<file path="config.mk">
export PLATFORM = sky130hd
export DESIGN_NAME = hts_supervisor
export DESIGN_NICKNAME = d
export VERILOG_FILES = /design/src/hts_pkg.sv /design/src/hts_tmr_if.sv /design/src/hts_timer.sv /design/src/hts_supervisor.sv
export SDC_FILE = /design/constraint.sdc
export NUM_CORES = 1
export LEC_CHECK = 0
export ABC_AREA = 1
export BUFFER_PORTS_ARGS = -buffer_cell sky130_fd_sc_hd__buf_2
export CAP_MARGIN = 25
export CORE_ASPECT_RATIO = 1.4
export CORE_UTILIZATION = 40
export CTS_CLUSTER_DIAMETER = 40
export DETAILED_ROUTE_END_ITERATION = 8
export SKIP_CTS_REPAIR_TIMING = 1
export SLEW_MARGIN = 15
export SYNTH_ARGS = -nofsm -noshare
export SYNTH_HDL_FRONTEND = slang
export SYNTH_SLANG_ARGS = --single-unit
</file>
<file path="constraint.sdc">
create_clock -name pclk -period 2.55 [get_ports pclk]
set_clock_uncertainty 0.2 [all_clocks]
set_input_delay 0.255 -clock pclk [delete_from_list [all_inputs] [get_ports pclk]]
set_output_delay 0.255 -clock pclk [all_outputs]
set_load 0.01 [all_outputs]
</file>
<file path="src/hts_pkg.sv">
package hts_pkg;

  // ------------------------------------------------------------------
  // Clock and timing
  // ------------------------------------------------------------------
  localparam int CLK_MHZ = 100;
  localparam int CNT_W = 28;
  localparam int DET_US = 100;
  localparam int ONE_MS = 1000;
  localparam int FAIL_MS = 2000;
  localparam int START_MS = 20;
  localparam int RST_MS = 10;
  localparam int BEEP_HALF_MS = 125;
  localparam logic [CNT_W-1:0] DET_CYC = CNT_W'(DET_US * CLK_MHZ);
  localparam logic [CNT_W-1:0] ONE_CYC = CNT_W'(ONE_MS * 1000 * CLK_MHZ);
  localparam logic [CNT_W-1:0] STRETCH_CYC =
    CNT_W'((FAIL_MS - ONE_MS) * 1000 * CLK_MHZ);
  localparam logic [CNT_W-1:0] START_CYC =
    CNT_W'(START_MS * 1000 * CLK_MHZ);
  localparam logic [CNT_W-1:0] RST_CYC = CNT_W'(RST_MS * 1000 * CLK_MHZ);
  localparam logic [CNT_W-1:0] BEEP_CYC =
    CNT_W'(BEEP_HALF_MS * 1000 * CLK_MHZ);

  // ------------------------------------------------------------------
  // Register map (byte addresses)
  // ------------------------------------------------------------------
  localparam logic [7:0] OFS_CTRL = 8'h00;
  localparam logic [7:0] OFS_STATUS = 8'h04;
  localparam logic [7:0] OFS_INT_STAT = 8'h08;
  localparam logic [7:0] OFS_INT_EN = 8'h0c;
  localparam logic [7:0] OFS_INT_CLR = 8'h10;
  localparam logic [7:0] OFS_TRIP0 = 8'h14;
  localparam int NUM_TRIP = 5;
  localparam int TRIP_W = 12;

  // CTRL fields
  localparam int CTRL_PRECHK = 0;
  localparam int CTRL_TONE = 1;
  localparam logic [1:0] CTRL_RST = 2'h0;

  // STATUS fields
  localparam int ST_START = 0;
  localparam int ST_TEST = 1;
  localparam int ST_FAIL = 2;
  localparam int ST_ALARM = 3;
  localparam int ST_TRIP = 4;
  localparam int ST_URST = 5;
  localparam int ST_SEL = 8;

  // Interrupt bits
  localparam int IRQ_W = 5;
  localparam int IRQ_PRESS = 0;
  localparam int IRQ_REL = 1;
  localparam int IRQ_FAILEND = 2;
  localparam int IRQ_TRIP = 3;
  localparam int IRQ_URST = 4;

  localparam int SEL_W = 3;
  localparam logic [SEL_W-1:0] SEL_REAR = 3'h5;

endpackage

</file>
<file path="src/hts_tmr_if.sv">
`timescale 1ns/1ps
interface hts_tmr_if;
  logic trig;
  logic busy;
  logic done;
  modport tmr (input trig, output busy, output done);
  modport user (output trig, input busy, input done);
endinterface

</file>
<file path="src/hts_timer.sv">
`timescale 1ns/1ps
module hts_timer #(
  parameter logic [hts_pkg::CNT_W-1:0] LEN = hts_pkg::CNT_W'(1)
) (
  input wire logic pclk,
  input wire logic presetn,
  hts_tmr_if.tmr t
);

  typedef struct packed {
    logic [hts_pkg::CNT_W-1:0] cnt;
    logic busy;
    logic done;
  } hts_tmr_st_t;

  hts_tmr_st_t st_ff;
  hts_tmr_st_t nxt_st;

  // Retrigger while busy is ignored, so each pulse has exactly LEN cycles
  always_comb begin
    nxt_st = st_ff;
    nxt_st.done = 1'b0;
    if (st_ff.busy) begin
      if (st_ff.cnt == '0) begin
        nxt_st.busy = 1'b0;
        nxt_st.done = 1'b1;
      end else begin
        nxt_st.cnt = st_ff.cnt - 1'b1;
      end
    end else if (t.trig) begin
      nxt_st.busy = 1'b1;
      nxt_st.cnt = LEN - 1'b1;
    end
  end

  always_ff @(posedge pclk or negedge presetn) begin
    if (!presetn) begin
      st_ff <= '0;
    end else begin
      st_ff <= nxt_st;
    end
  end

  assign t.busy = st_ff.busy;
  assign t.done = st_ff.done;

endmodule

</file>
<file path="src/hts_supervisor.sv">
`timescale 1ns/1ps
module hts_supervisor #(
  parameter logic [hts_pkg::CNT_W-1:0] DET_LEN = hts_pkg::DET_CYC,
  parameter logic [hts_pkg::CNT_W-1:0] ONE_LEN = hts_pkg::ONE_CYC,
  parameter logic [hts_pkg::CNT_W-1:0] STRETCH_LEN = hts_pkg::STRETCH_CYC,
  parameter logic [hts_pkg::CNT_W-1:0] START_LEN = hts_pkg::START_CYC,
  parameter logic [hts_pkg::CNT_W-1:0] RST_LEN = hts_pkg::RST_CYC,
  parameter logic [hts_pkg::CNT_W-1:0] BEEP_LEN = hts_pkg::BEEP_CYC
) (
  input wire logic pclk,
  input wire logic presetn,
  input wire logic psel,
  input wire logic penable,
  input wire logic pwrite,
  input wire logic [7:0] paddr,
  input wire logic [31:0] pwdata,
  output logic [31:0] prdata,
  output logic pready,
  output logic pslverr,
  input wire logic start_n,
  input wire logic test_n,
  input wire logic prechk_start,
  input wire logic [hts_pkg::SEL_W-1:0] trip_sel,
  input wire logic [hts_pkg::TRIP_W-1:0] rear_trip,
  input wire logic [hts_pkg::TRIP_W-1:0] cur_meas,
  output logic start_pulse,
  output logic detect_n,
  output logic fail_lamp,
  output logic alarm,
  output logic unit_reset,
  output logic irq
);

  // ------------------------------------------------------------------
  // State
  // ------------------------------------------------------------------
  typedef struct packed {
    logic start_s1;
    logic start_s2;
    logic test_s1;
    logic test_s2;
    logic pchk_s1;
    logic pchk_s2;
    logic [hts_pkg::SEL_W-1:0] sel_s1;
    logic [hts_pkg::SEL_W-1:0] sel_s2;
    logic start_q;
    logic pchk_q;
    logic rel_q;
    logic det_q;
    logic trip_q;
    logic urst_q;
    logic restart_seen;
    logic beep_on;
    logic fail_o;
    logic alarm_o;
    logic [1:0] ctrl;
    logic [hts_pkg::NUM_TRIP-1:0][hts_pkg::TRIP_W-1:0] trip_set;
    logic [hts_pkg::IRQ_W-1:0] int_stat;
    logic [hts_pkg::IRQ_W-1:0] int_en;
    logic [31:0] rdata;
    logic rderr;
  } hts_st_t;

  hts_st_t st_ff;
  hts_st_t nxt_st;

  // ------------------------------------------------------------------
  // Timers
  // ------------------------------------------------------------------
  hts_tmr_if det_t ();
  hts_tmr_if one_t ();
  hts_tmr_if str_t ();
  hts_tmr_if sp_t ();
  hts_tmr_if rst_t ();
  hts_tmr_if beep_t ();

  hts_timer #(.LEN(DET_LEN)) u_det (
    .pclk(pclk),
    .presetn(presetn),
    .t(det_t.tmr)
  );
  hts_timer #(.LEN(ONE_LEN)) u_one (
    .pclk(pclk),
    .presetn(presetn),
    .t(one_t.tmr)
  );
  hts_timer #(.LEN(STRETCH_LEN)) u_str (
    .pclk(pclk),
    .presetn(presetn),
    .t(str_t.tmr)
  );
  hts_timer #(.LEN(START_LEN)) u_sp (
    .pclk(pclk),
    .presetn(presetn),
    .t(sp_t.tmr)
  );
  hts_timer #(.LEN(RST_LEN)) u_rst (
    .pclk(pclk),
    .presetn(presetn),
    .t(rst_t.tmr)
  );
  hts_timer #(.LEN(BEEP_LEN)) u_beep (
    .pclk(pclk),
    .presetn(presetn),
    .t(beep_t.tmr)
  );

  // ------------------------------------------------------------------
  // Conditioned inputs
  // ------------------------------------------------------------------
  logic start_i;
  logic test_i;
  logic press;
  logic pchk_edge;
  logic rel_cond;
  logic rel_edge;
  logic fail_busy;
  logic cycle_busy;
  logic [hts_pkg::TRIP_W-1:0] thr;
  logic trip_now;
  logic [hts_pkg::IRQ_W-1:0] ev;

  // inverted so held switch and testing read high
  assign start_i = ~st_ff.start_s2;
  assign test_i = ~st_ff.test_s2;

  // press is the falling edge of the raw start
  assign press = start_i & ~st_ff.start_q;
  assign pchk_edge = st_ff.pchk_s2 & ~st_ff.pchk_q;

  // start released, or not held when the test comes up
  // armed only while the test flag is high
  assign rel_cond = test_i & ~start_i;
  assign rel_edge = rel_cond & ~st_ff.rel_q;

  // The one-second done cycle counts as busy, so that the handover to the
  // stretch timer opens no gap for a new release or a lost restart
  assign fail_busy = det_t.busy | one_t.busy | one_t.done | str_t.busy;
  assign cycle_busy = fail_busy | rst_t.busy;

  // six-position selector, five settings plus the rear dial
  always_comb begin
    if (st_ff.sel_s2 < hts_pkg::SEL_REAR) begin
      thr = st_ff.trip_set[st_ff.sel_s2];
    end else begin
      thr = rear_trip;
    end
  end

  // current at or above the selected point trips
  assign trip_now = test_i & (cur_meas >= thr);

  // ------------------------------------------------------------------
  // Timer triggers
  // ------------------------------------------------------------------
  // one detect pulse per release, not retriggered mid-fail
  assign det_t.trig = rel_edge & ~cycle_busy;

  // detect pulse starts the one-second timer
  assign one_t.trig = det_t.busy & ~st_ff.det_q;

  // stretch the one-second pulse to the full fail time
  assign str_t.trig = one_t.done;

  // unit reset only if nobody tried to restart during fail
  assign rst_t.trig = str_t.done & ~st_ff.restart_seen;

  // pre-check unit owns the start pulse when fitted
  // one start pulse per press, held off during fail and reset
  always_comb begin
    if (st_ff.ctrl[hts_pkg::CTRL_PRECHK]) begin
      sp_t.trig = pchk_edge & ~cycle_busy;
    end else begin
      sp_t.trig = press & ~cycle_busy;
    end
  end

  // free-running beep clock only during a test
  assign beep_t.trig = st_ff.ctrl[hts_pkg::CTRL_TONE] & test_i;

  // ------------------------------------------------------------------
  // Interrupt events
  // ------------------------------------------------------------------
  always_comb begin
    ev = '0;
    ev[hts_pkg::IRQ_PRESS] = press;
    ev[hts_pkg::IRQ_REL] = det_t.trig;
    ev[hts_pkg::IRQ_FAILEND] = str_t.done;
    ev[hts_pkg::IRQ_TRIP] = trip_now & ~st_ff.trip_q;
    ev[hts_pkg::IRQ_URST] = rst_t.busy & ~st_ff.urst_q;
  end

  // ------------------------------------------------------------------
  // Next state
  // ------------------------------------------------------------------
  logic wr_acc;
  logic rd_setup;
  logic [hts_pkg::IRQ_W-1:0] clr_mask;

  assign wr_acc = psel & penable & pwrite;
  assign rd_setup = psel & ~penable & ~pwrite;

  always_comb begin
    nxt_st = st_ff;
    clr_mask = '0;

    nxt_st.start_s1 = start_n;
    nxt_st.start_s2 = st_ff.start_s1;
    nxt_st.test_s1 = test_n;
    nxt_st.test_s2 = st_ff.test_s1;
    nxt_st.pchk_s1 = prechk_start;
    nxt_st.pchk_s2 = st_ff.pchk_s1;
    nxt_st.sel_s1 = trip_sel;
    nxt_st.sel_s2 = st_ff.sel_s1;

    nxt_st.start_q = start_i;
    nxt_st.pchk_q = st_ff.pchk_s2;
    nxt_st.rel_q = rel_cond;
    nxt_st.det_q = det_t.busy;
    nxt_st.trip_q = trip_now;
    nxt_st.urst_q = rst_t.busy;

    // a press during the fail counts as a restart attempt
    if (press & fail_busy) begin
      nxt_st.restart_seen = 1'b1;
    end else if (~fail_busy) begin
      nxt_st.restart_seen = 1'b0;
    end

    // toggle every half period, silent outside a test
    if (~test_i | ~st_ff.ctrl[hts_pkg::CTRL_TONE]) begin
      nxt_st.beep_on = 1'b0;
    end else if (beep_t.done) begin
      nxt_st.beep_on = ~st_ff.beep_on;
    end

    // fail lamp and alarm together while the one-second or stretch timer is busy
    nxt_st.fail_o = one_t.busy | str_t.busy | trip_now;
    nxt_st.alarm_o = one_t.busy | str_t.busy | trip_now | st_ff.beep_on;

    // Register writes take effect in the access phase
    if (wr_acc) begin
      unique case (paddr)
        hts_pkg::OFS_CTRL: nxt_st.ctrl = pwdata[1:0];
        hts_pkg::OFS_INT_EN: nxt_st.int_en = pwdata[hts_pkg::IRQ_W-1:0];
        hts_pkg::OFS_INT_CLR: clr_mask = pwdata[hts_pkg::IRQ_W-1:0];
        default: begin
          for (int i = 0; i < hts_pkg::NUM_TRIP; i++) begin
            if (paddr == hts_pkg::OFS_TRIP0 + 8'(4 * i)) begin
              nxt_st.trip_set[i] = pwdata[hts_pkg::TRIP_W-1:0];
            end
          end
        end
      endcase
    end

    // Set wins over a clear in the same cycle
    nxt_st.int_stat = (st_ff.int_stat & ~clr_mask) | ev;

    // Read data is captured in setup so it is stable in access
    if (rd_setup) begin
      nxt_st.rdata = '0;
      nxt_st.rderr = 1'b0;
      unique case (paddr)
        hts_pkg::OFS_CTRL: nxt_st.rdata[1:0] = st_ff.ctrl;
        hts_pkg::OFS_STATUS: begin
          nxt_st.rdata[hts_pkg::ST_START] = start_i;
          nxt_st.rdata[hts_pkg::ST_TEST] = test_i;
          nxt_st.rdata[hts_pkg::ST_FAIL] = st_ff.fail_o;
          nxt_st.rdata[hts_pkg::ST_ALARM] = st_ff.alarm_o;
          nxt_st.rdata[hts_pkg::ST_TRIP] = trip_now;
          nxt_st.rdata[hts_pkg::ST_URST] = rst_t.busy;
          nxt_st.rdata[hts_pkg::ST_SEL +: hts_pkg::SEL_W] = st_ff.sel_s2;
        end
        hts_pkg::OFS_INT_STAT:
          nxt_st.rdata[hts_pkg::IRQ_W-1:0] = st_ff.int_stat;
        hts_pkg::OFS_INT_EN:
          nxt_st.rdata[hts_pkg::IRQ_W-1:0] = st_ff.int_en;
        hts_pkg::OFS_INT_CLR: nxt_st.rdata = '0;
        default: begin
          nxt_st.rderr = 1'b1;
          for (int i = 0; i < hts_pkg::NUM_TRIP; i++) begin
            if (paddr == hts_pkg::OFS_TRIP0 + 8'(4 * i)) begin
              nxt_st.rdata[hts_pkg::TRIP_W-1:0] = st_ff.trip_set[i];
              nxt_st.rderr = 1'b0;
            end
          end
        end
      endcase
    end
  end

  // ------------------------------------------------------------------
  // Registers
  // ------------------------------------------------------------------
  // Synchronisers reset to the idle (released, not testing) level
  always_ff @(posedge pclk or negedge presetn) begin
    if (!presetn) begin
      st_ff <= '0;
      st_ff.start_s1 <= 1'b1;
      st_ff.start_s2 <= 1'b1;
      st_ff.test_s1 <= 1'b1;
      st_ff.test_s2 <= 1'b1;
      st_ff.ctrl <= hts_pkg::CTRL_RST;
    end else begin
      st_ff <= nxt_st;
    end
  end

  // ------------------------------------------------------------------
  // Write error decode
  // ------------------------------------------------------------------
  logic wr_err;

  always_comb begin
    wr_err = 1'b1;
    if (paddr == hts_pkg::OFS_CTRL || paddr == hts_pkg::OFS_INT_EN ||
        paddr == hts_pkg::OFS_INT_CLR) begin
      wr_err = 1'b0;
    end
    for (int k = 0; k < hts_pkg::NUM_TRIP; k++) begin
      if (paddr == hts_pkg::OFS_TRIP0 + 8'(4 * k)) begin
        wr_err = 1'b0;
      end
    end
  end

  // ------------------------------------------------------------------
  // Outputs
  // ------------------------------------------------------------------
  // Zero wait states: every access completes in its first access cycle
  assign pready = 1'b1;
  assign pslverr = psel & penable & (pwrite ? wr_err : st_ff.rderr);
  assign prdata = st_ff.rdata;

  assign start_pulse = sp_t.busy;
  // idle high whenever no release is being flagged
  // low for the detect pulse length
  assign detect_n = ~det_t.busy;
  assign fail_lamp = st_ff.fail_o;
  assign alarm = st_ff.alarm_o;
  assign unit_reset = rst_t.busy;
  assign irq = |(st_ff.int_stat & st_ff.int_en);

endmodule

</file>
==> metrics.txt <==
outcome=finished, violations left; failing checks=hold timing, setup timing; Max-slew headroom=58.0%; # fillers=4,131; largest family of logic cells by synthesized area=simple AND/OR/NAND/NOR gates; final worst slack=-0.119 ns; layout cells sized above 1=13.6%; n_diodes=0; Final ANT Viol Nets=0; Worst setup startpoint=st_ff[115]; CP arrival=2.93 ns; WL final=49,900 microns; Avg WL per Cell=16.1 microns; Lkg Pwr=0.0101 uW; deepest clock path buffer count=3; Distinct cells, synth=51; All-Layer GR Usage=23.8%; WHS=-0.00461 ns; Port-buffer cells=73; length of the first detailed-routing pass in iterations=8; top cells by area, synth=dfrtp_1, nand2_1, nor2_1; Detailed Route Iter0 Violations=995; most frequent cell after synthesis=nand2_1; worst hold start=penable; final design utilization=48.5%; area delta synth->final=19.1%; Die Footprint=43,000 sq um; clk slew on worst S/H paths=0.06 ns; Final Hold Viols=3; class of the worst hold path=input port to flip-flop; drt via density=5.10; RSZ-0062 raised after global routing=yes; Post-synth EDFFs=0; maximum vdd ir drop=592 uV; WHS Path Cells=5; site row count=88; largest net degree at the start of global routing=70; Die W=176 microns; FF-to-FF path depth=16; mux share of post-synthesis cell area=0%; top cell type's share of synthesized area=41.6%; pre-CTS WS=-0.251 ns; Setup crit start kind=flip-flop; CP Data Required Time=2.82 ns; Max-cap violations=0; post-synthesis register bit count=284; crit-path max FO=7; # nets final=2,621; simple-gate area share of the yosys netlist=34.9%; top cells by count, synth=nand2_1, nor2_1, dfrtp_1; fin crit share=105%; DR vias=15,800; # IOs=115; Slew Limit Fails=0; Clock Tree Root=clkbuf_16; Core Area=41,400 sq um; CTS buffer count=43; CTS Sinks=284; Initial Util=40.7%; CTS H-tree lvls=2; antenna violations before repair=0; post-DP HPWL=37,400 microns; first-pass GRT wire length=80,700 microns; CTS tree=built; Cell Area, Synth=16,900 sq um; CP Class=flip-flop to flip-flop; post-synthesis adder-cell area fraction=1.34%; crit end category=flip-flop; worst slew pin tran=0.630 ns; max frequency=375 MHz; number of global-route vias before repair=15,700; die height=245 microns; total design power=16,200 uW; DRC=0; RR Startpoint=st_ff[115]; post-layout min period=2.67 ns; Final Setup Violations=3; Power Density=806 nW/um^2; syn avg cell area=7.10 sq um; Seq/Total Area, Yosys=42.2%; dominant cell type by area after synthesis=dfrtp_1; clock insertion delay at the later pin of the skew report=0.58 ns; Most used DFF post-synth=dfrtp_1; xor and xnor area share after synthesis=2.55%; Compound-Gate Fraction of Synth Area=10.1%; final setup TNS=-0.181 ns; Syn. warnings=0; asr flop ratio synth=100%; synthesized instance count=2,374; gr ovfl total=0; Placer Congestion=0.987
power breakdown:
part / switching, uW / internal (uW) / total, uW
logic: 2770 / 1470 / 4240
clock network: 2400 / 3840 / 6240
registers: 597 / 5110 / 5700
path summary, 6_finish.rpt:
path / end / slack [ns]
setup / recovery: alarm / -0.12
hold / removal: prdata[6] / -0.005
setup reg to reg: alarm / -0.12
hold reg to reg: st_ff[125] / 0.14
max in group asynchronous: nxt_st[123] / 1.29
min in group asynchronous: u_one.st_ff[9] / 0.07
per-stage QoR:
step	cells	area, sq um
after floorplan	2393	16900
after global placement	2997	18200
after detailed placement	2997	18200
after CTS	3077	19700
after global routing	3103	20100
final	3103	20100
routing by layer:
metal	vias up	share of wire, %	global-route usage [%]	routed length [microns]
met5	-	0	0	0
met4	0	5.6	13.9	2800
met3	142	3.7	3.59	1860
met2	364	52	43.2	25800
met1	7404	39	26.0	19500
li1	7921	-	-	-
worst max-delay path: stages, from the launching register on:
cell and delay (ns):
dfrtp_2 0.47, inv_4 0.08, buf_12 0.14, a21oi_2 0.10
o21ai_1 0.08, a31oi_1 0.20, a31oi_1 0.07, ha_1 0.33
nand2_1 0.07, inv_1 0.04, nor2_2 0.10, o21ai_2 0.07
a21oi_2 0.14, nand2_1 0.08, nand2_1 0.09, nand2_1 0.07
or2_4 0.22
registers in the layout, indices dropped and copies added, names as in the netlist, 12 cells and up:
name,flops
st_ff,86
u_str.st_ff,28
u_beep.st_ff,28
u_rst.st_ff,28
prdata,12
u_det.st_ff,28
u_sp.st_ff,28
u_one.st_ff,28
area by class of cell:
cell class / count / area, sq um / share of cell area, %
multi-input cells: 1773 / 8410 / 41.9
flip-flops and latches: 284 / 7110 / 35.4
repair buffers: 180 / 1420 / 7.09
clock buffers: 51 / 1160 / 5.76
inverters: 246 / 935 / 4.65
well taps: 540 / 676 / 3.36
clock inverters: 29 / 367 / 1.83
layout by cell type, fill, tap and decap left out, types with 17 or more instances in the layout:
master,count
nand2_1,643
or2_2,19
a21oi_1,61
dlygate4sd3_1,19
a31oi_1,32
nor2_1,349
nor3_1,21
ha_1,17
clkbuf_16,46
conb_1,21
nand3_1,197
xor2_1,43
inv_1,226
nand4_1,41
nor2_2,22
nand3b_1,21
o21ai_0,112
dfrtp_1,278
buf_4,69
o21ai_1,92
buf_2,73
cells by family (layout without fill, tap and decap cells):
logic type,Yosys count,after routing
AO/OA/AOI/OAI,324,324
other,2,21
flip-flops,284,284
adder cells (fa/ha/maj),18,18
XOR/XNOR,49,49
buffers and inverters,336,506
AND/OR/NAND/NOR,1361,1361
(Power assumes the default switching activity.)
